--- src/common/irq_ctrl_pkg.sv ---
// Constants for the external-edge and priority slice of the interrupt controller.
// Assumes an 8-bit special-function register port and one system clock.
package irq_ctrl_pkg;

  // ---------------------------------------------------------------------------
  // Register addresses
  // ---------------------------------------------------------------------------
  localparam logic [7:0] ADDR_TIMER_EXT_CTRL = 8'h88;
  localparam logic [7:0] ADDR_IRQ_ENABLE_2   = 8'ha9;
  localparam logic [7:0] ADDR_PRIO_SELECT_2  = 8'hb9;
  localparam logic [7:0] ADDR_A_FALL_EN      = 8'hba;
  localparam logic [7:0] ADDR_A_RISE_EN      = 8'hbb;
  localparam logic [7:0] ADDR_B_FALL_EN      = 8'hc6;
  localparam logic [7:0] ADDR_B_RISE_EN      = 8'hc7;

  // ---------------------------------------------------------------------------
  // Field positions
  // ---------------------------------------------------------------------------
  localparam int SERIAL_EN_BIT     = 0;
  localparam int TOUCH_PRIO_BIT    = 4;
  localparam int EXT_B_PRIO_BIT    = 3;
  localparam int BASE_PRIO_BIT     = 2;
  localparam int PWM_PRIO_BIT      = 1;
  localparam int SERIAL_PRIO_BIT   = 0;
  localparam int EXT_A_FLAG_BIT    = 1;
  localparam int A_PIN1_BIT        = 1;
  localparam int A_PIN2_BIT        = 2;
  localparam int A_PIN3_BIT        = 3;
  localparam int B_PIN1_BIT        = 1;
  localparam int B_PIN4_BIT        = 4;
  localparam int B_PIN5_BIT        = 5;

  // Writable bits of each register; all other bits read as zero
  localparam logic [7:0] MASK_IRQ_ENABLE_2  = 8'h01;
  localparam logic [7:0] MASK_PRIO_SELECT_2 = 8'h1f;
  localparam logic [7:0] MASK_A_EDGE        = 8'h0e;
  localparam logic [7:0] MASK_B_EDGE        = 8'h32;

  // ---------------------------------------------------------------------------
  // Reset values
  // ---------------------------------------------------------------------------
  localparam logic [7:0] RESET_REG8         = 8'h00;

  // ---------------------------------------------------------------------------
  // Sources, numbered by vector query order (smaller wins)
  // ---------------------------------------------------------------------------
  localparam int         NUM_SRC    = 6;
  localparam logic [2:0] ID_EXT_A   = 3'h0;
  localparam logic [2:0] ID_SERIAL  = 3'h1;
  localparam logic [2:0] ID_PWM     = 3'h2;
  localparam logic [2:0] ID_BASE    = 3'h3;
  localparam logic [2:0] ID_EXT_B   = 3'h4;
  localparam logic [2:0] ID_TOUCH   = 3'h5;

  // Synchroniser plus history depth before edges are trusted
  localparam int         PRIME_STAGES = 3;

  typedef enum logic [3:0] {
    SVC_IDLE   = 4'h1,
    SVC_LOW    = 4'h2,
    SVC_HIGH   = 4'h4,
    SVC_NESTED = 4'h8
  } service_e;

endpackage

--- src/common/ext_edge_if.sv ---
// Carrier between the controller and its pin edge detector.
// Index 0..2 are group A pins 1..3, index 3..5 are group B pins 1, 4 and 5.
interface ext_edge_if;
  logic [5:0] pins;
  logic [5:0] rise_en;
  logic [5:0] fall_en;
  logic [5:0] req;

  modport detector (input pins, input rise_en, input fall_en, output req);
  modport control  (output pins, output rise_en, output fall_en, input req);
endinterface

--- src/rtl/ext_irq_edge_priority_ctrl.sv ---
// Interrupt control slice: serial enable, second priority select, external edge
// selection for two pin groups, group flags and a two-level priority arbiter.
// Assumes a same-clock special-function register port and a core that acks grants.
//
// Overview of operation
// [RULE1] Serial unit request reaches the core only while its enable bit 0 is set.
// [RULE2] Priority bit 4 selects low or high level for the touch-sense request.
// [RULE3] Priority bit 3 selects low or high level for the group B request.
// [RULE4] Priority bit 2 selects low or high level for the base tick request.
// [RULE5] Priority bit 1 selects low or high level for the pulse-width request.
// [RULE6] Priority bit 0 selects low or high level for the serial unit request.
// [RULE7] Group A flag sets on an enabled edge, clears when the core responds.
// [RULE8] Group A falling enables bits 3..1 arm falling edges on pins 1..3.
// [RULE9] Group A rising enables bits 3..1 arm rising edges on pins 1..3.
// [RULE10] Group B falling enables bits 1, 4, 5 arm falling edges on those pins.
// [RULE11] Group B rising enables bits 1, 4, 5 arm rising edges on those pins.
// [RULE12] Both enables set on a pin means either edge requests an interrupt.
// [RULE13] High level preempts low service; equal or lower waits for return.
// [RULE14] Among equal-level pending requests the smallest query number is granted.
// [RULE15] Pins are synchronised first; one enabled edge gives exactly one pulse.
module ext_irq_edge_priority_ctrl (
  input  wire logic       clk_i,
  input  wire logic       reset_i,
  input  wire logic [7:0] sfr_addr_i,
  input  wire logic       sfr_wr_i,
  input  wire logic       sfr_rd_i,
  input  wire logic [7:0] sfr_wdata_i,
  output logic      [7:0] sfr_rdata_o,
  input  wire logic [2:0] ext_group_a_pin_i,
  input  wire logic [2:0] ext_group_b_pin_i,
  input  wire logic       serial_unit_req_i,
  input  wire logic       pulse_width_req_i,
  input  wire logic       base_tick_req_i,
  input  wire logic       touch_sense_req_i,
  input  wire logic       ext_group_a_high_i,
  input  wire logic       irq_ack_i,
  input  wire logic       irq_return_i,
  output logic            irq_req_o,
  output logic      [2:0] irq_id_o,
  output logic            irq_high_o,
  output logic            ext_group_a_request_flag_o
);
  import irq_ctrl_pkg::*;

  logic [7:0] irq_enable_2;
  logic [7:0] prio_select_2;
  logic [7:0] a_fall_en;
  logic [7:0] a_rise_en;
  logic [7:0] b_fall_en;
  logic [7:0] b_rise_en;
  logic       ext_group_a_request_flag;
  logic       ext_group_b_pending;
  service_e   state;
  logic [5:0] pend;
  logic [5:0] high_map;
  logic [5:0] hi_pend;
  logic [5:0] lo_pend;
  logic       next_req;
  logic [2:0] next_id;
  logic       next_high;
  logic       ack_a;
  logic       ack_b;
  logic       sw_write_flag;
  logic [7:0] next_rdata;

  ext_edge_if edge_bus ();

  // ---------------------------------------------------------------------------
  // Edge detection
  // ---------------------------------------------------------------------------
  assign edge_bus.pins    = {ext_group_b_pin_i, ext_group_a_pin_i};
  assign edge_bus.rise_en = {b_rise_en[B_PIN5_BIT], b_rise_en[B_PIN4_BIT], b_rise_en[B_PIN1_BIT], // RULE11
                             a_rise_en[A_PIN3_BIT], a_rise_en[A_PIN2_BIT], a_rise_en[A_PIN1_BIT]}; // RULE9
  assign edge_bus.fall_en = {b_fall_en[B_PIN5_BIT], b_fall_en[B_PIN4_BIT], b_fall_en[B_PIN1_BIT], // RULE10
                             a_fall_en[A_PIN3_BIT], a_fall_en[A_PIN2_BIT], a_fall_en[A_PIN1_BIT]}; // RULE8

  ext_edge_detect u_edge (
    .clk_i    (clk_i),
    .reset_i  (reset_i),
    .edge_bus (edge_bus.detector)
  );

  // ---------------------------------------------------------------------------
  // Register writes
  // ---------------------------------------------------------------------------
  always_ff @(posedge clk_i or posedge reset_i) begin
    if (reset_i) begin
      irq_enable_2  <= RESET_REG8;
      prio_select_2 <= RESET_REG8;
      a_fall_en     <= RESET_REG8;
      a_rise_en     <= RESET_REG8;
      b_fall_en     <= RESET_REG8;
      b_rise_en     <= RESET_REG8;
    end else if (sfr_wr_i) begin
      unique case (sfr_addr_i)
        ADDR_IRQ_ENABLE_2:  irq_enable_2  <= sfr_wdata_i & MASK_IRQ_ENABLE_2;
        ADDR_PRIO_SELECT_2: prio_select_2 <= sfr_wdata_i & MASK_PRIO_SELECT_2;
        ADDR_A_FALL_EN:     a_fall_en     <= sfr_wdata_i & MASK_A_EDGE;
        ADDR_A_RISE_EN:     a_rise_en     <= sfr_wdata_i & MASK_A_EDGE;
        ADDR_B_FALL_EN:     b_fall_en     <= sfr_wdata_i & MASK_B_EDGE;
        ADDR_B_RISE_EN:     b_rise_en     <= sfr_wdata_i & MASK_B_EDGE;
        default: begin
        end
      endcase
    end
  end

  // ---------------------------------------------------------------------------
  // Group flags
  // ---------------------------------------------------------------------------
  assign ack_a         = irq_ack_i && irq_req_o && (irq_id_o == ID_EXT_A);
  assign ack_b         = irq_ack_i && irq_req_o && (irq_id_o == ID_EXT_B);
  assign sw_write_flag = sfr_wr_i && (sfr_addr_i == ADDR_TIMER_EXT_CTRL);

  // A new edge in the clearing cycle wins, so no event is lost
  always_ff @(posedge clk_i or posedge reset_i) begin
    if (reset_i) begin
      ext_group_a_request_flag <= 1'b0;
    end else if (|edge_bus.req[2:0]) begin
      ext_group_a_request_flag <= 1'b1; // RULE7
    end else if (ack_a) begin
      ext_group_a_request_flag <= 1'b0; // RULE7
    end else if (sw_write_flag) begin
      ext_group_a_request_flag <= sfr_wdata_i[EXT_A_FLAG_BIT];
    end
  end

  always_ff @(posedge clk_i or posedge reset_i) begin
    if (reset_i) begin
      ext_group_b_pending <= 1'b0;
    end else if (|edge_bus.req[5:3]) begin
      ext_group_b_pending <= 1'b1;
    end else if (ack_b) begin
      ext_group_b_pending <= 1'b0;
    end
  end

  always_ff @(posedge clk_i or posedge reset_i) begin
    if (reset_i) begin
      ext_group_a_request_flag_o <= 1'b0;
    end else begin
      ext_group_a_request_flag_o <= ext_group_a_request_flag;
    end
  end

  // ---------------------------------------------------------------------------
  // Arbitration
  // ---------------------------------------------------------------------------
  function automatic logic [2:0] first_set(input logic [5:0] v);
    logic [2:0] r;
    r = 3'h0;
    for (int i = NUM_SRC - 1; i >= 0; i--) begin
      if (v[i]) begin
        r = 3'(i);
      end
    end
    return r;
  endfunction

  assign pend = {touch_sense_req_i, ext_group_b_pending, base_tick_req_i, pulse_width_req_i,
                 serial_unit_req_i & irq_enable_2[SERIAL_EN_BIT], // RULE1
                 ext_group_a_request_flag};
  assign high_map = {prio_select_2[TOUCH_PRIO_BIT],   // RULE2
                     prio_select_2[EXT_B_PRIO_BIT],   // RULE3
                     prio_select_2[BASE_PRIO_BIT],    // RULE4
                     prio_select_2[PWM_PRIO_BIT],     // RULE5
                     prio_select_2[SERIAL_PRIO_BIT],  // RULE6
                     ext_group_a_high_i};
  assign hi_pend = pend & high_map;
  assign lo_pend = pend & ~high_map;

  always_comb begin
    next_req  = 1'b0;
    next_id   = 3'h0;
    next_high = 1'b0;
    // A high request may nest over low service; low waits for an idle core
    if ((|hi_pend) && (state == SVC_IDLE || state == SVC_LOW)) begin // RULE13
      next_req  = 1'b1;
      next_id   = first_set(hi_pend); // RULE14
      next_high = 1'b1;
    end else if ((|lo_pend) && state == SVC_IDLE) begin // RULE13
      next_req  = 1'b1;
      next_id   = first_set(lo_pend); // RULE14
    end
  end

  // Dropped in the ack cycle so a stale grant is never shown twice
  always_ff @(posedge clk_i or posedge reset_i) begin
    if (reset_i) begin
      irq_req_o  <= 1'b0;
      irq_id_o   <= 3'h0;
      irq_high_o <= 1'b0;
    end else begin
      irq_req_o  <= next_req & ~irq_ack_i;
      irq_id_o   <= next_id;
      irq_high_o <= next_high;
    end
  end

  // ---------------------------------------------------------------------------
  // Service level tracking
  // ---------------------------------------------------------------------------
  always_ff @(posedge clk_i or posedge reset_i) begin
    if (reset_i) begin
      state <= SVC_IDLE;
    end else if (irq_return_i) begin
      unique case (state)
        SVC_NESTED: state <= SVC_LOW;
        SVC_HIGH:   state <= SVC_IDLE;
        SVC_LOW:    state <= SVC_IDLE;
        SVC_IDLE:   state <= SVC_IDLE;
        default:    state <= SVC_IDLE;
      endcase
    end else if (irq_ack_i && irq_req_o) begin
      unique case (state)
        SVC_IDLE:   state <= irq_high_o ? SVC_HIGH : SVC_LOW;
        SVC_LOW:    state <= irq_high_o ? SVC_NESTED : SVC_LOW;
        SVC_HIGH:   state <= SVC_HIGH;
        SVC_NESTED: state <= SVC_NESTED;
        default:    state <= SVC_IDLE;
      endcase
    end
  end

  // ---------------------------------------------------------------------------
  // Register reads
  // ---------------------------------------------------------------------------
  always_comb begin
    next_rdata = 8'h00;
    unique case (sfr_addr_i)
      ADDR_TIMER_EXT_CTRL: next_rdata[EXT_A_FLAG_BIT] = ext_group_a_request_flag;
      ADDR_IRQ_ENABLE_2:   next_rdata = irq_enable_2;
      ADDR_PRIO_SELECT_2:  next_rdata = prio_select_2;
      ADDR_A_FALL_EN:      next_rdata = a_fall_en;
      ADDR_A_RISE_EN:      next_rdata = a_rise_en;
      ADDR_B_FALL_EN:      next_rdata = b_fall_en;
      ADDR_B_RISE_EN:      next_rdata = b_rise_en;
      default:             next_rdata = 8'h00;
    endcase
  end

  always_ff @(posedge clk_i or posedge reset_i) begin
    if (reset_i) begin
      sfr_rdata_o <= 8'h00;
    end else if (sfr_rd_i) begin
      sfr_rdata_o <= next_rdata;
    end
  end
endmodule

--- src/rtl/ext_edge_detect.sv ---
// Synchronises the six external interrupt pins and turns enabled edges into pulses.
// Assumes the pins are asynchronous to clk_i and the enables come from clk_i logic.
module ext_edge_detect
  import irq_ctrl_pkg::*;
(
  input  wire logic       clk_i,
  input  wire logic       reset_i,
  ext_edge_if.detector    edge_bus
);

  logic [5:0]              sync_1;
  logic [5:0]              sync_2;
  logic [5:0]              prev;
  logic [PRIME_STAGES-1:0] prime_sr;
  logic                    primed;

  // ---------------------------------------------------------------------------
  // Priming
  // ---------------------------------------------------------------------------
  // Reset leaves the history at zero; a pin already high would look like a rising edge
  always_ff @(posedge clk_i or posedge reset_i) begin
    if (reset_i) begin
      prime_sr <= '0;
    end else begin
      prime_sr <= {prime_sr[PRIME_STAGES-2:0], 1'b1};
    end
  end

  assign primed = prime_sr[PRIME_STAGES-1];

  // ---------------------------------------------------------------------------
  // Per-pin synchroniser and edge select
  // ---------------------------------------------------------------------------
  for (genvar g = 0; g < 6; g++) begin : g_pin
    always_ff @(posedge clk_i or posedge reset_i) begin
      if (reset_i) begin
        sync_1[g] <= 1'b0;
        sync_2[g] <= 1'b0;
        prev[g]   <= 1'b0;
      end else begin
        sync_1[g] <= edge_bus.pins[g]; // RULE15
        sync_2[g] <= sync_1[g];
        prev[g]   <= sync_2[g];
      end
    end

    // RULE8 RULE9 RULE10 RULE11 RULE12
    assign edge_bus.req[g] = primed & ((edge_bus.rise_en[g] & sync_2[g] & ~prev[g]) |
                                       (edge_bus.fall_en[g] & ~sync_2[g] & prev[g]));

  end
endmodule

--- config.mk ---
export PLATFORM = sky130hd
export DESIGN_NAME = ext_irq_edge_priority_ctrl
export DESIGN_NICKNAME = d
export VERILOG_FILES = /design/src/common/irq_ctrl_pkg.sv /design/src/common/ext_edge_if.sv /design/src/rtl/ext_irq_edge_priority_ctrl.sv /design/src/rtl/ext_edge_detect.sv
export SDC_FILE = /design/constraint.sdc
export NUM_CORES = 1
export LEC_CHECK = 0
export BUFFER_PORTS_ARGS = -buffer_cell sky130_fd_sc_hd__buf_4
export CORE_AREA = 2 2 76 78
export DETAILED_ROUTE_END_ITERATION = 10
export DIE_AREA = 0 0 78 80
export HOLD_SLACK_MARGIN = 0.05
export PLACE_DENSITY = 0.74
export SLEW_MARGIN = 30
export SYNTH_ARGS = -nofsm -noshare
export SYNTH_HDL_FRONTEND = slang
export SYNTH_SLANG_ARGS = --single-unit
--- constraint.sdc ---
create_clock -name clk_i -period 1.5 [get_ports clk_i]
set_input_delay 0.225 -clock clk_i [delete_from_list [all_inputs] [get_ports clk_i]]
set_output_delay 0.225 -clock clk_i [all_outputs]
set_load 0.01 [all_outputs]
# Word-level counts from Yosys, hierarchy flattened
# Index checks and enable logic that the tools add are counted.
# op_classes
muxes	31
reduce_logical	21
eq_ne	12
bitwise	54
# op_table
operator	count
$eq A8 B8 Y1 const B	7
$mux W3	15
$and A1 B1 Y1	32
$pmux W4 S5	1
$pmux W4 S4	1
$not A1 Y1	13
$and A6 B6 Y6	2
$mux W4	3
$reduce_and A2 Y1	6
$reduce_or A6 Y1	2
$mux W1	8
$logic_and A1 B1 Y1	6
$not A6 Y6	1
$or A1 B1 Y1	6
$pmux W1 S6	1
$reduce_or A3 Y1	2
$eq A4 B1 Y1 const B	1
$eq A4 B2 Y1 const B	1
$eq A4 B3 Y1 const B	1
$eq A4 B4 Y1 const B	1
$reduce_bool A2 Y1	2
$eq A3 B3 Y1 const B	1
$logic_not A3 Y1	1
$reduce_bool A3 Y1	1
3 further kinds	3
# totals
register_bits	59

# Longest topological paths before layout
# Gate-level depths: netlist of the first run.
# depth
ltp_word	10
ltp_mapped	6
mapped_depth_nobuf	5

# By module
# Synthesis of the first run repeated with hierarchy kept, for this count alone.
# hier_totals
cells_unflattened	222
area_unflattened_um2	2603.7
# modules_own_cells
module	n_inst	area_each_um2	cells_per_inst
ext_irq_edge_priority_ctrl	1	1931.9	180
ext_edge_detect	1	671.9	42

# Least setup slack after synthesis of the first run
# Ideal clock, no wire load.
# synth_path
path_type	reg2reg
start	register state[0]
end	register irq_id_o[0]
path_stages_with_launch	6
t_arrival_ns	1.473
slack_ns	-0.077
synth_period_minus_slack_ns	1.577
cell_sequence	dfstp_2 -> clkbuf_2 -> nor4b_1 -> o31ai_1 -> nand2b_1 -> a221oi_1
# synth_via
elab_chain_len	4
# synth_rtl
element	line_no	source
from (decl)	ext_irq_edge_priority_ctrl.sv:53	service_e state;
from (signal assigned)	ext_irq_edge_priority_ctrl.sv:216	SVC_IDLE: state <= irq_high_o ? SVC_HIGH : SVC_LOW;
from (signal assigned)	ext_irq_edge_priority_ctrl.sv:217	SVC_LOW: state <= irq_high_o ? SVC_NESTED : SVC_LOW;
$eq A4 B1 Y1 / $eq A4 B2 Y1 (equally long branches)	ext_irq_edge_priority_ctrl.sv:177, ext_irq_edge_priority_ctrl.sv:181	
$logic_and A1 B1 Y1 / $logic_or A1 B1 Y1 (equally long branches)	ext_irq_edge_priority_ctrl.sv:181, ext_irq_edge_priority_ctrl.sv:177	
$mux W3 / $logic_and A1 B1 Y1 (equally long branches)	ext_irq_edge_priority_ctrl.sv:181, ext_irq_edge_priority_ctrl.sv:177	
$mux W3 *	ext_irq_edge_priority_ctrl.sv:177	if ((|hi_pend) && (state == SVC_IDLE || state == SVC_LOW)) begin
net next_id[0]	ext_irq_edge_priority_ctrl.sv:59	logic [2:0] next_id;
to (signal assigned)	ext_irq_edge_priority_ctrl.sv:195	irq_id_o <= next_id;
to (decl)	ext_irq_edge_priority_ctrl.sv:39	output logic [2:0] irq_id_o,
# Mark *: on every way through the listed nets, which the timed path passes. The rest lies on a longest branch.
# A chain may end at the register's enable or synchronous reset.

# Final worst setup path of the first run
# layout_path
start	register prio_select_2[2]
end	register irq_id_o[0]
# layout_via
elab_chain_len	8
# layout_rtl
element	line_no	source
from (decl)	ext_irq_edge_priority_ctrl.sv:46	logic [7:0] prio_select_2;
from (signal assigned)	ext_irq_edge_priority_ctrl.sv:97	ADDR_PRIO_SELECT_2: prio_select_2 <= sfr_wdata_i & MASK_PRIO_SELECT_2;
$not A6 Y6	ext_irq_edge_priority_ctrl.sv:170	assign lo_pend = pend & ~high_map;
$and A6 B6 Y6	ext_irq_edge_priority_ctrl.sv:170	
$mux W3 (4 in series)	ext_irq_edge_priority_ctrl.sv:153	if (v[i]) begin
$mux W3	ext_irq_edge_priority_ctrl.sv:181	end else if ((|lo_pend) && state == SVC_IDLE) begin
$mux W3 *	ext_irq_edge_priority_ctrl.sv:177	
net next_id[0]	ext_irq_edge_priority_ctrl.sv:59	
# Marked as above.

==> results.txt, run 1 <==
----------------------------------------------------
[Synth]
  Yosys warnings ... 0
  Proportion of synthesized chip area in sequential cells ... 55.4%
  Number of enable flip-flop cells after synthesis ... 0
  Commonest register cell after synthesis ... dfrtp_1
  Post-Syn Area ... 0.00257 mm2
  Flops & latches, synth ... 57
  Instance count of the mapped netlist ... 219
  Netlist cell types ... 52
  Async set-reset flop share out of synthesis ... 100%
  Syn Area/Cell ... 11.8 um2

[Detailed routing]
  Detail-routed via count per cell ... 5.34
  Routed via count ... 2008
  Post-DR wirelength/cell ... 15.5 um
  Wire length reported by the detailed router ... 5.84 mm
  Count of antenna-violating nets left after detailed routing ... 0
  Residual DRC ... 0
  Number of DRC markers after the initial detailed-route iteration ... 82
  Detailed-routing iteration count for the pre-antenna-repair pass ... 4

[Finish]
  Net count, final ... 332
  Fill count ... 429
  Storage cell area ... 0.00143 mm2
  Diodes inserted ... 0
  Share of the core filled with cells ... 64.5%
  Post-route design area ... 0.00349 mm2
  Area used by multi-input combinational logic ... 0.00113 mm2
  Share of final-layout standard cells stronger than drive strength 1 ... 39.8%
  Synth-to-Final Area Change ... 35.5%

[Setup path]
  Critical-path maximum fanout ... 4
  Worst endpoint data arrival time ... 1.76 ns
  Kind of capture point of the worst setup path ... flip-flop
  Crit path required time ... 1.75 ns
  FF-to-FF path depth ... 5
  CP Launch Type ... flip-flop
  Type of the worst setup path ... flip-flop to flip-flop

[Outcome]
  Violations in the final reports ... negative setup slack
  Run status ... complete, but fails checks

[Min path]
  Classification of the worst-slack hold path ... input pin to flip-flop
  Worst Hold Path Cells ... 2

[STA]
  Minimum setup slack in the final design ... -0.0127 ns
  Fin Clk Skew ... 0.00734 ns
  Post-Route Setup TNS ... -0.0127 ns
  Number of hold violations in the final report ... 0
  Final max-slew violation count ... 0
  Fmax achieved ... 661 MHz
  Clock period minus final worst setup slack ... 1.51 ns
  Final clock period utilization by the worst path ... 101%
  Final-report setup violation count ... 1
  Setup repair after global routing missed its margin ... true

[Pwr]
  Total power draw ... 4.05 mW
  Leakage power of the design ... 1.64 nW
  Max IR drop VDD ... 0.000759 V
  Total power density per cell area ... 1160 mW/mm2

[Floorplanning]
  Area of the placeable core ... 0.00541 mm2
  Die Width ... 78 um
  Count of boundary I/O pins ... 47
  Num rows ... 27
  Floorplan die area ... 0.00624 mm2
  Overall die height ... 80 um
  Starting density of the core ... 47.6%

[Placed design]
  Total placed instance area ... 0.00315 mm2
  Half-perimeter wire length after detailed placement ... 4.12 mm
  Count of buffers inserted at the top-level ports ... 42
  Pre-CTS setup slack ... -0.156 ns
  Final weighted congestion in routability-driven placement ... 0.804

[Global routing]
  GRT Util Overall ... 20.3%
  Vias in the first global route ... 2042
  Maximum number of pins on one net before global-route repair ... 58
  Total congestion overflow after global routing ... 0
  Global-route wire length before repair ... 9.47 mm
  Antenna violations before repair ... 0

[Clocking]
  Clock latency on the worst-skew pair ... 0.33 ns
  Number of buffers on the longest clock path ... 2
  Clock H-tree levels ... 3
  Clock slew at the register clock pins of the worst setup and hold paths ... 0.06 ns
  TritonCTS clock tree ... built
  Clock tree sinks ... 57
  Buffer cell driving the clock tree root ... clkbuf_8
  Total CTS buffers ... 9

[Job]
  Maxcap violations ... 0

----------------------------------------------------
==> cells by family (layout without fill, tap and decap cells) <==
logic type | Yosys count | count (layout) | synth area share (%)
simple gates | 67 | 67 | 16.6
flops | 57 | 57 | 55.4
compound gates | 50 | 50 | 12.7
mux | 23 | 23 | 10.6
buf+inv | 18 | 102 | 3.64
other cells | 2 | 3 | 0.292
xor+xnor | 2 | 2 | 0.680
==> path summary, 6_finish.rpt <==
check | from | endpoint | slack [ns]
setup / recovery | prio_select_2[2] | irq_id_o[0] | -0.01
hold / removal | irq_return_i | state[3] | 0.1
setup reg to reg | prio_select_2[2] | irq_id_o[0] | -0.01
hold reg to reg | u_edge.prime_sr[1] | u_edge.prime_sr[2] | 0.35
max in group asynchronous | reset_i | state[0] | 0.69
min in group asynchronous | reset_i | u_edge.sync_2[4] | 0.52
==> per-layer routing <==
layer,vias up,share of wire (%),global-route usage [%]
met4,0,2.7,13.7
met3,14,4.2,3.85
li1,959,-,-
met1,985,40,23.2
met5,-,0,0
met2,50,53,34.7
==> stage by stage <==
step | hold slack, ns | instances
after global placement | 0.322 | 350
after global routing | 0.0949 | 376
after detailed placement | 0.332 | 350
after CTS | 0.0785 | 375
final | 0.0951 | 376
after floorplan | 0.256 | 220
==> cells in the mapped netlist (4+ instances only) <==
cell / n / area share, %
a32oi_1: 5 / 1.7
mux2_4: 5 / 2.9
dfrtp_1: 56 / 54
nand2_1: 16 / 2.3
a21oi_1: 11 / 2.1
nor3_1: 5 / 0.97
mux2_2: 15 / 6.6
nor2_1: 11 / 1.6
o21ai_0: 13 / 2.5
nand3b_1: 7 / 2.0
inv_1: 10 / 1.5
o22ai_1: 4 / 0.97
==> final cells by class <==
type,instances,share of cell area (%)
clock buffers,14,5.24
clock inverters,2,0.287
inverters,10,1.18
multi-input cells,145,32.4
flip-flops and latches,57,41.0
well taps,72,2.58
repair buffers,76,17.4
==> power breakdown <==
part / internal [mW] / total (mW) / switching, mW
sequential: 1.70 / 1.84 / 0.143
clock: 0.775 / 1.35 / 0.574
combinational: 0.472 / 0.867 / 0.395
==> sequential cells by signal, summed over array words and instances, names as in the netlist <==
name	cells
a_fall_en	3
a_rise_en	3
b_fall_en	3
b_rise_en	3
ext_group_a_request_flag	1
ext_group_a_request_flag_o	1
ext_group_b_pending	1
irq_enable_2	1
irq_high_o	1
irq_id_o	3
irq_req_o	1
prio_select_2	5
sfr_rdata_o	6
state	4
u_edge.prev	6
u_edge.prime_sr	3
u_edge.sync_1	6
u_edge.sync_2	6
==> cell usage in the layout, fill, tap and decap left out, drive strengths merged, types with 2 or more instances in the layout <==
| cell type | Yosys | routed |
|---|---|---|
| nand2 | 17 | 17 |
| nand3 | 2 | 2 |
| nand3b | 7 | 7 |
| conb | 2 | 3 |
| nand2b | 2 | 2 |
| o21ai | 14 | 14 |
| a21oi | 11 | 11 |
| mux2i | 3 | 3 |
| mux2 | 20 | 20 |
| clkinv | 0 | 2 |
| a32oi | 5 | 5 |
| nor2 | 11 | 11 |
| nand4 | 3 | 3 |
| a22o | 2 | 2 |
| a22oi | 3 | 3 |
| nor3 | 6 | 6 |
| o22ai | 4 | 4 |
| dlygate4sd3 | 0 | 8 |
| inv | 10 | 9 |
| nor4b | 4 | 4 |
| dfrtp | 56 | 56 |
| clkbuf | 2 | 14 |
| buf | 6 | 68 |
| o31ai | 3 | 3 |
| and3 | 4 | 4 |
| nor2b | 3 | 3 |
==> what timing repair did <==
| action | in CTS | in global routing |
|---|---|---|
| endpoints found under the hold margin | 63 | 0 |
| hold buffers | 8 | 0 |
| pin swaps | 1 | 1 |
| resized for setup | 3 | 7 |
| setup buffers | 1 | 1 |
| endpoints found under the setup margin | 1 | 4 |
==> critical path, cell delays in order (launching register included) <==
cell and delay, ns:
dfrtp_1 0.41, a22o_1 0.24, a211o_1 0.29, o21ai_4 0.18, xor2_1 0.10, a221oi_2 0.21
(Power assumes the default switching activity.)
==> run 2: changes to the inputs <==
--- a/config.mk
+++ b/config.mk
@@ -7,11 +7,14 @@
 export LEC_CHECK = 0
 export BUFFER_PORTS_ARGS = -buffer_cell sky130_fd_sc_hd__buf_4
 export CORE_AREA = 2 2 76 78
+export CTS_CLUSTER_DIAMETER = 40
 export DETAILED_ROUTE_END_ITERATION = 10
 export DIE_AREA = 0 0 78 80
+export GPL_TIMING_DRIVEN = 0
 export HOLD_SLACK_MARGIN = 0.05
 export PLACE_DENSITY = 0.74
 export SLEW_MARGIN = 30
 export SYNTH_ARGS = -nofsm -noshare
 export SYNTH_HDL_FRONTEND = slang
+export SYNTH_HIERARCHICAL = 1
 export SYNTH_SLANG_ARGS = --single-unit
==> run 2 against run 1 <==
  * The flow still finishes with violations (negative setup slack)
  * Critical path depth unchanged
  * Area after synthesis up 1.1%
  * Fmax down 1.5%
  * Critical endpoint unchanged
  * Largest power group unchanged
==> results.txt, run 2 <==
----------------------------------------------------
[Outcome]
  Run status ... complete, but fails checks (unchanged)
  Violations in the final reports ... negative setup slack (unchanged)

[Setup path]
  Critical-path maximum fanout ... 3 (was 4)
  CP peak stage delay ... 0.39 ns (was 0.41 ns)
  Crit path required time ... 1.72 ns (was 1.75 ns)
  Worst path cell trace ... a32o_2, or2_4, o21ai_4, xor2_1, a221oi_1 (was a22o_1, a211o_1, o21ai_4, xor2_1, a221oi_2)
  Kind of capture point of the worst setup path ... flip-flop (unchanged)
  Worst endpoint data arrival time ... 1.76 ns (about the same)
  CP Launch Type ... flip-flop (unchanged)
  Cell with the largest stage delay on the worst path ... dfrtp_1 (unchanged)
  Type of the worst setup path ... flip-flop to flip-flop (unchanged)

[Finish]
  Net count, final ... 328 (was 332)
  Top library cells by usage in the layout, fill and taps aside ... buf_4 (56), dfrtp_1 (56), mux2_2 (22) (was buf_4 (66), dfrtp_1 (55), nand2_1 (16))
  Post-route design area ... 0.00341 mm2 (was 0.00349 mm2)
  Fill count ... 441 (was 429)
  Diodes inserted ... 0 (unchanged)
  Share of final-layout standard cells stronger than drive strength 1 ... 39.0% (was 39.8%)
  Share of the core filled with cells ... 63.0% (was 64.5%)
  Area used by multi-input combinational logic ... 0.00107 mm2 (was 0.00113 mm2)
  Storage cell area ... 0.00143 mm2 (about the same)
  Synth-to-Final Area Change ... 30.8% (was 35.5%)

[Floorplanning]
  Overall die height ... 80 um (unchanged)
  Die Width ... 78 um (unchanged)
  Count of boundary I/O pins ... 47 (unchanged)
  Starting density of the core ... 48.2% (was 47.6%)
  Area of the placeable core ... 0.00541 mm2 (unchanged)
  Num rows ... 27 (unchanged)
  Floorplan die area ... 0.00624 mm2 (unchanged)

[Detailed routing]
  Detail-routed via count per cell ... 5.54 (was 5.34)
  Detailed-routing iteration count for the pre-antenna-repair pass ... 4 (unchanged)
  Routed via count ... 2060 (was 2008)
  Wire length reported by the detailed router ... 5.54 mm (was 5.84 mm)
  Count of antenna-violating nets left after detailed routing ... 0 (unchanged)
  Residual DRC ... 0 (unchanged)
  Number of DRC markers after the initial detailed-route iteration ... 124 (was 82)
  Post-DR wirelength/cell ... 14.9 um (was 15.5 um)

[Synth]
  Flops & latches, synth ... 57 (unchanged)
  Yosys warnings ... 6 (was 0)
  Count leader, synth ... dfrtp_1 (unchanged)
  Syn Area/Cell ... 11.7 um2 (was 11.8 um2)
  Netlist cell types ... 49 (was 52)
  Number of enable flip-flop cells after synthesis ... 0 (unchanged)
  Portion of synthesized cell area occupied by the leading cell type ... 53.8% (was 54.4%)
  Most instantiated cells after synthesis ... dfrtp_1 (56), mux2_2 (22), nand2_1 (15), nand4b_1 (14) (was dfrtp_1 (56), nand2_1 (16), mux2_2 (15), o21ai_0 (13))
  Commonest register cell after synthesis ... dfrtp_1 (unchanged)
  Post-Syn Area ... 0.00260 mm2 (was 0.00257 mm2)
  Async set-reset flop share out of synthesis ... 100% (unchanged)
  Proportion of synthesized chip area in sequential cells ... 54.8% (was 55.4%)
  Area contributors post-synth ... dfrtp_1 (54%), mux2_2 (9.5%), nand4b_1 (4.7%) (was dfrtp_1 (54%), mux2_2 (6.6%), mux2_4 (2.9%))
  Instance count of the mapped netlist ... 222 (was 219)
  Cell type with the highest aggregate area in the netlist ... dfrtp_1 (unchanged)

[Global routing]
  Antenna violations before repair ... 0 (unchanged)
  Total congestion overflow after global routing ... 0 (unchanged)
  Global-route wire length before repair ... 9.37 mm (was 9.47 mm)
  GRT Util Overall ... 19.8% (was 20.3%)
  Maximum number of pins on one net before global-route repair ... 37 (was 58)
  Vias in the first global route ... 2012 (was 2042)

[STA]
  Setup repair after global routing missed its margin ... true (unchanged)
  Number of hold violations in the final report ... 0 (unchanged)
  Fmax achieved ... 651 MHz (was 661 MHz)
  Fin Clk Skew ... 0.0101 ns (was 0.00734 ns)
  Final-report setup violation count ... 1 (unchanged)
  Slew at the pin closest to its max-slew limit ... 0.748 ns
  Final max-slew violation count ... 0 (unchanged)
  Final clock period utilization by the worst path ... 102% (was 101%)
  Minimum setup slack in the final design ... -0.0352 ns (was -0.0127 ns)
  Hold slack final ... 0.0769 ns (was 0.0951 ns)
  Tightest slew margin relative to the limit ... 50.1%
  Clock period minus final worst setup slack ... 1.54 ns (was 1.51 ns)

[Clocking]
  Clock latency on the worst-skew pair ... 0.34 ns (was 0.33 ns)
  TritonCTS clock tree ... built (unchanged)
  Total CTS buffers ... 9 (unchanged)
  Number of buffers on the longest clock path ... 2 (unchanged)
  Clock H-tree levels ... 3 (unchanged)
  Clock tree sinks ... 57 (unchanged)
  Buffer cell driving the clock tree root ... clkbuf_8 (unchanged)
  Clock slew at the register clock pins of the worst setup and hold paths ... 0.07 ns (was 0.06 ns)

[Pwr]
  Leakage power of the design ... 1.60 nW (was 1.64 nW)
  Max IR drop VDD ... 0.000596 V (was 0.000759 V)
  Total power density per cell area ... 1240 mW/mm2 (was 1160 mW/mm2)

[Placed design]
  Half-perimeter wire length after detailed placement ... 3.81 mm (was 4.12 mm)
  Count of buffers inserted at the top-level ports ... 41 (was 42)
  Total placed instance area ... 0.00301 mm2 (was 0.00315 mm2)
  Final weighted congestion in routability-driven placement ... 0.913 (was 0.804)

[Job]
  Maxcap violations ... 0 (unchanged)

[Min path]
  Classification of the worst-slack hold path ... input pin to flip-flop (unchanged)

----------------------------------------------------
==> run 2: changes by cell type after synthesis, sizes merged, moves of 3 or more <==
cell / change
nor4b: -3
o21ai: -6
nand4b: +13
a32oi: -3
nor2: +3
a21oi: -3
nand3: +4
nand3b: -6
nor3: +3
==> run 2: timing repair <==
item,in CTS,in global routing
pin swaps,7,6
gates resized for setup,1,5
buffers inserted,13,0
endpoints found under the hold margin,22,0
endpoints found under the setup margin,1,5
hold buffers,8,0
==> run 2: area by class of cell <==
cell class                      count  share of cell area, %
Inverter                           12                   1.32
Tap cell                           72                   2.65
Clock buffer                        9                   3.64
Timing Repair Buffer               62                   14.3
Clock inverter                      7                   2.79
Buffer                              8                   2.02
Multi-Input combinational cell    145                   31.4
Sequential cell                    57                   41.9
==> run 2: metal layers <==
metal  up-vias  wire [um]  GRT usage [%]
met5         -          0              0
met4         0        113           9.30
met3        13        346           5.66
met2        80       2790           33.4
met1      1009       2290           23.5
li1        958          -              -
==> run 2: report_power, final <==
group | switching (mW) | total, mW | leakage [nW] | internal [mW]
clock network | 0.647 | 1.58 | 0.0975 | 0.930
registers | 0.105 | 1.80 | 0.727 | 1.69
logic | 0.410 | 0.857 | 0.776 | 0.448
==> run 2: worst max-delay path: cells and delay by family, from the launching register on <==
family                    cells  cell delay (ns)
xor gates and xnor gates      1             0.09
AOI/OAI and AO/OA             3             0.72
DFF                           1             0.39
and+or+nand+nor               1             0.24
==> run 2: worst paths after layout <==
path / from / to / slack, ns / depth (start not counted)
worst max-delay path: prio_select_2[0] / irq_id_o[0] / -0.04 / 5
min in group asynchronous: reset_i / prio_select_2[3] / 0.58 / 3
worst min register to register: u_edge/sync_1[0] / u_edge/sync_2[0] / 0.35 / 0
worst max register to register: prio_select_2[0] / irq_id_o[0] / -0.04 / 5
worst min-delay path: irq_return_i / state[3] / 0.08 / 2
max in group asynchronous: reset_i / prio_select_2[4] / 0.43 / 3
==> run 2: kinds of logic (layout without fill, tap and decap cells) <==
family / after synthesis / after routing / share of synthesized area [%]
compound gates: 40 / 40 / 10.7
xor+xnor: 3 / 3 / 1.30
buf+inv: 21 / 98 / 4.80
flops: 57 / 57 / 54.8
mux: 26 / 26 / 11.1
other cells: 2 / 3 / 0.288
simple gates: 73 / 73 / 17.0
==> run 2: metrics by stage <==
stage / power, mW / instances / setup WS, ns / TNS, ns
final: 4.23 / 372 / -0.0352 / -0.0352
after global routing: 4.43 / 372 / -0.0502 / -0.0667
after CTS: 4.25 / 372 / -0.0475 / -0.0475
after detailed placement: 2.54 / 336 / -0.141 / -1.73
after global placement: 2.51 / 336 / -0.0889 / -2.94
after floorplan: 2.26 / 223 / 0.0187 / 0
==> run 3: changes to the inputs <==
==> constraint.sdc (replaced) <==
create_clock -name clk_i -period 1.2 [get_ports clk_i]
set_input_delay 0.18 -clock clk_i [delete_from_list [all_inputs] [get_ports clk_i]]
set_output_delay 0.18 -clock clk_i [all_outputs]
set_load 0.01 [all_outputs]
==> run 3 against run 2 <==
  * The flow still finishes with violations (negative setup slack)
  * Highest routed layer unchanged
  * Fmax down 4.5%
  * Global-route usage is 0.10 points higher
  * Combinational power increased by 51%
  * Wire length is 4.9% higher
  * Worst hold slack better by 0.0058 ns
  * Critical path type unchanged
  * Clock-buffer cell count increased by 1
==> results.txt, run 3 (same netlist as run 2, synthesis figures left out) <==
----------------------------------------------------
[Outcome]
  Run status ... complete, but fails checks (unchanged)
  Violations in the final reports ... negative setup slack (unchanged)

[STA]
  Final max-slew violation count ... 0 (unchanged)
  Final-report setup violation count ... 7 (was 1)
  Hold slack final ... 0.0827 ns (was 0.0769 ns)
  Slew at the pin closest to its max-slew limit ... 0.712 ns (was 0.748 ns)
  Fmax achieved ... 622 MHz (was 651 MHz)
  Final clock period utilization by the worst path ... 134% (was 102%)
  Clock period minus final worst setup slack ... 1.61 ns (was 1.54 ns)
  Number of hold violations in the final report ... 0 (unchanged)
  Tightest slew margin relative to the limit ... 52.5% (was 50.1%)
  Fin Clk Skew ... 0.00528 ns (was 0.0101 ns)
  Post-Route Setup TNS ... -1.08 ns (was -0.0352 ns)
  Minimum setup slack in the final design ... -0.408 ns (was -0.0352 ns)
  Setup repair after global routing missed its margin ... true (unchanged)

[Floorplanning]
  Count of boundary I/O pins ... 47 (unchanged)
  Floorplan die area ... 0.00624 mm2 (unchanged)
  Num rows ... 27 (unchanged)
  Die Width ... 78 um (unchanged)
  Overall die height ... 80 um (unchanged)
  Area of the placeable core ... 0.00541 mm2 (unchanged)
  Starting density of the core ... 48.2% (unchanged)

[Detailed routing]
  Detailed-routing iteration count for the pre-antenna-repair pass ... 4 (unchanged)
  Wire length reported by the detailed router ... 5.81 mm (was 5.54 mm)
  Residual DRC ... 0 (unchanged)
  Detail-routed via count per cell ... 5.36 (was 5.54)
  Number of DRC markers after the initial detailed-route iteration ... 68 (was 124)
  Count of antenna-violating nets left after detailed routing ... 0 (unchanged)
  Post-DR wirelength/cell ... 15.4 um (was 14.9 um)
  Routed via count ... 2016 (was 2060)

[Placed design]
  Total placed instance area ... 0.00312 mm2 (was 0.00301 mm2)
  Half-perimeter wire length after detailed placement ... 4.02 mm (was 3.81 mm)
  Placed Cells incl. Taps ... 337 (was 336)
  Pre-CTS setup slack ... -0.392 ns (was -0.141 ns)
  Count of buffers inserted at the top-level ports ... 41 (unchanged)
  Final weighted congestion in routability-driven placement ... 0.837 (was 0.913)

[Pwr]
  Max IR drop VDD ... 0.00109 V (was 0.000596 V)
  Switch Pwr ... 1.49 mW (was 1.16 mW)
  Total power draw ... 5.29 mW (was 4.23 mW)
  Portion of total power attributed to the clock network ... 32.9% (was 37.3%)
  Net switching share of the total power ... 28.2% (was 27.5%)
  Part of the power in combinational logic ... 24.3% (was 20.3%)
  Fraction of power consumed by sequential logic ... 42.7% (was 42.5%)
  Total power density per cell area ... 1440 mW/mm2 (was 1240 mW/mm2)
  Leakage power of the design ... 1.69 nW (was 1.60 nW)
  Internal Dissipation ... 3.80 mW (was 3.07 mW)

[Clocking]
  Number of buffers on the longest clock path ... 2 (unchanged)
  Clock slew at the register clock pins of the worst setup and hold paths ... 0.07 ns (about the same)
  Clock H-tree levels ... 3 (unchanged)
  Buffer cell driving the clock tree root ... clkbuf_8 (unchanged)
  Total CTS buffers ... 9 (unchanged)
  TritonCTS clock tree ... built (unchanged)
  Clock latency on the worst-skew pair ... 0.34 ns (about the same)
  Clock tree sinks ... 57 (unchanged)

[Finish]
  Top library cells by usage in the layout, fill and taps aside ... dfrtp_1 (55), buf_4 (54), mux2_2 (15) (was buf_4 (56), dfrtp_1 (56), mux2_2 (22))
  Leading cell type in the layout, fill and taps excluded ... dfrtp_1
  Synth-to-Final Area Change ... 40.9% (was 30.8%)
  Net count, final ... 333 (was 328)
  Post-route design area ... 0.00367 mm2 (was 0.00341 mm2)
  Share of final-layout standard cells stronger than drive strength 1 ... 47.0% (was 39.0%)
  Fill count ... 413 (was 441)
  Diodes inserted ... 0 (unchanged)
  Non-filler cells, final ... 376 (was 372)
  Share of the core filled with cells ... 67.9% (was 63.0%)

[Setup path]
  Critical-path maximum fanout ... 5 (was 3)
  CP Buf/Inv Count ... 0 (unchanged)
  Worst path cell trace ... a32o_2, or2_4, o21ai_4, xor2_1, a221oi_1 (unchanged)
  CP peak stage delay ... 0.40 ns (was 0.39 ns)
  FF-to-FF path depth ... 5 (unchanged)
  Crit path required time ... 1.43 ns (was 1.72 ns)
  Worst reg2reg path startpoint ... irq_enable_2[0] (was prio_select_2[0])
  Type of the worst setup path ... flip-flop to flip-flop (unchanged)
  CP Launch Type ... flip-flop (unchanged)
  Logic depth of the worst setup path including buffers ... 5 (unchanged)
  Kind of capture point of the worst setup path ... flip-flop (unchanged)
  Cell with the largest stage delay on the worst path ... dfrtp_1 (unchanged)
  Worst endpoint data arrival time ... 1.84 ns (was 1.76 ns)
  Worst r2r dst ... irq_id_o[0] (unchanged)
  CP delay by family, top ... compound AO/OA/AOI/OAI gates (unchanged)
  Setup slack on the worst flop-to-flop path ... -0.41 ns (was -0.04 ns)

[Global routing]
  Maximum number of pins on one net before global-route repair ... 22 (was 37)
  Vias in the first global route ... 1949 (was 2012)
  Antenna violations before repair ... 0 (unchanged)
  Global-route wire length before repair ... 9.21 mm (was 9.37 mm)
  Total congestion overflow after global routing ... 0 (unchanged)
  GRT Util Overall ... 19.9% (was 19.8%)

[Job]
  Maxcap violations ... 0 (unchanged)

[Min path]
  Critical hold path startpoint ... sfr_wdata_i[5] (was irq_return_i)
  Worst hold path endpoint ... b_fall_en[5] (was state[3])
  Worst Hold Path Cells ... 2 (unchanged)
  Classification of the worst-slack hold path ... input pin to flip-flop (unchanged)

----------------------------------------------------
[run 3: cell count changes in the layout (fill, tap and decap cells not counted), sizes merged]
| cell | change |
|---|---|
| buf | +4 |
| bufinv | -1 |
| clkbuf | +1 |
| clkinv | +2 |
| clkinvlp | -3 |
| dlygate4sd3 | +1 |
[run 3: cell type report]
cell class	instances	area, um2	area share [%]
Sequential cell	57	1430	38.9
Multi-Input combinational cell	145	1270	34.7
Timing Repair Buffer	67	564	15.4
Clock buffer	10	138	3.75
Tap cell	72	90.1	2.45
Buffer	8	72.6	1.98
Clock inverter	5	56.3	1.53
Inverter	12	45.0	1.23
[run 3: worst max path at each step]
stage                          startpoint     endpoint  slack [ns]
after floorplan                  state[0]  irq_id_o[0]       -0.28
after global placement    irq_enable_2[0]  irq_id_o[0]       -0.38
after detailed placement  irq_enable_2[0]  irq_id_o[0]       -0.39
after CTS                        state[0]  irq_id_o[0]       -0.38
after global routing      irq_enable_2[0]  irq_id_o[0]       -0.43
final                     irq_enable_2[0]  irq_id_o[0]       -0.41
[run 3: what timing repair did]
item	4_1_cts	5_1_grt
pin swaps	13	20
gates resized for setup	8	30
setup endpoints to repair	8	12
hold buffers	9	0
buffers inserted	10	7
hold endpoints to repair	45	0
[run 3: power by group through the flow]
stage                     sequential (mW)  clock, mW  combinational, mW
after global routing                 2.28       1.87               1.38
after global placement               2.30          0              0.878
after detailed placement             2.31          0              0.913
after CTS                            2.25       1.78               1.10
after floorplan                      2.31          0              0.548
final                                2.26       1.74               1.29
[run 3: per-layer routing]
layer  global-route usage [%]  wire (um)  vias to the layer above
met1                     23.7       2460                      993
met3                     7.13        275                       12
met2                     33.3       2980                       48
met5                        0          0                        -
li1                         -          -                      963
met4                     7.54         90                        0
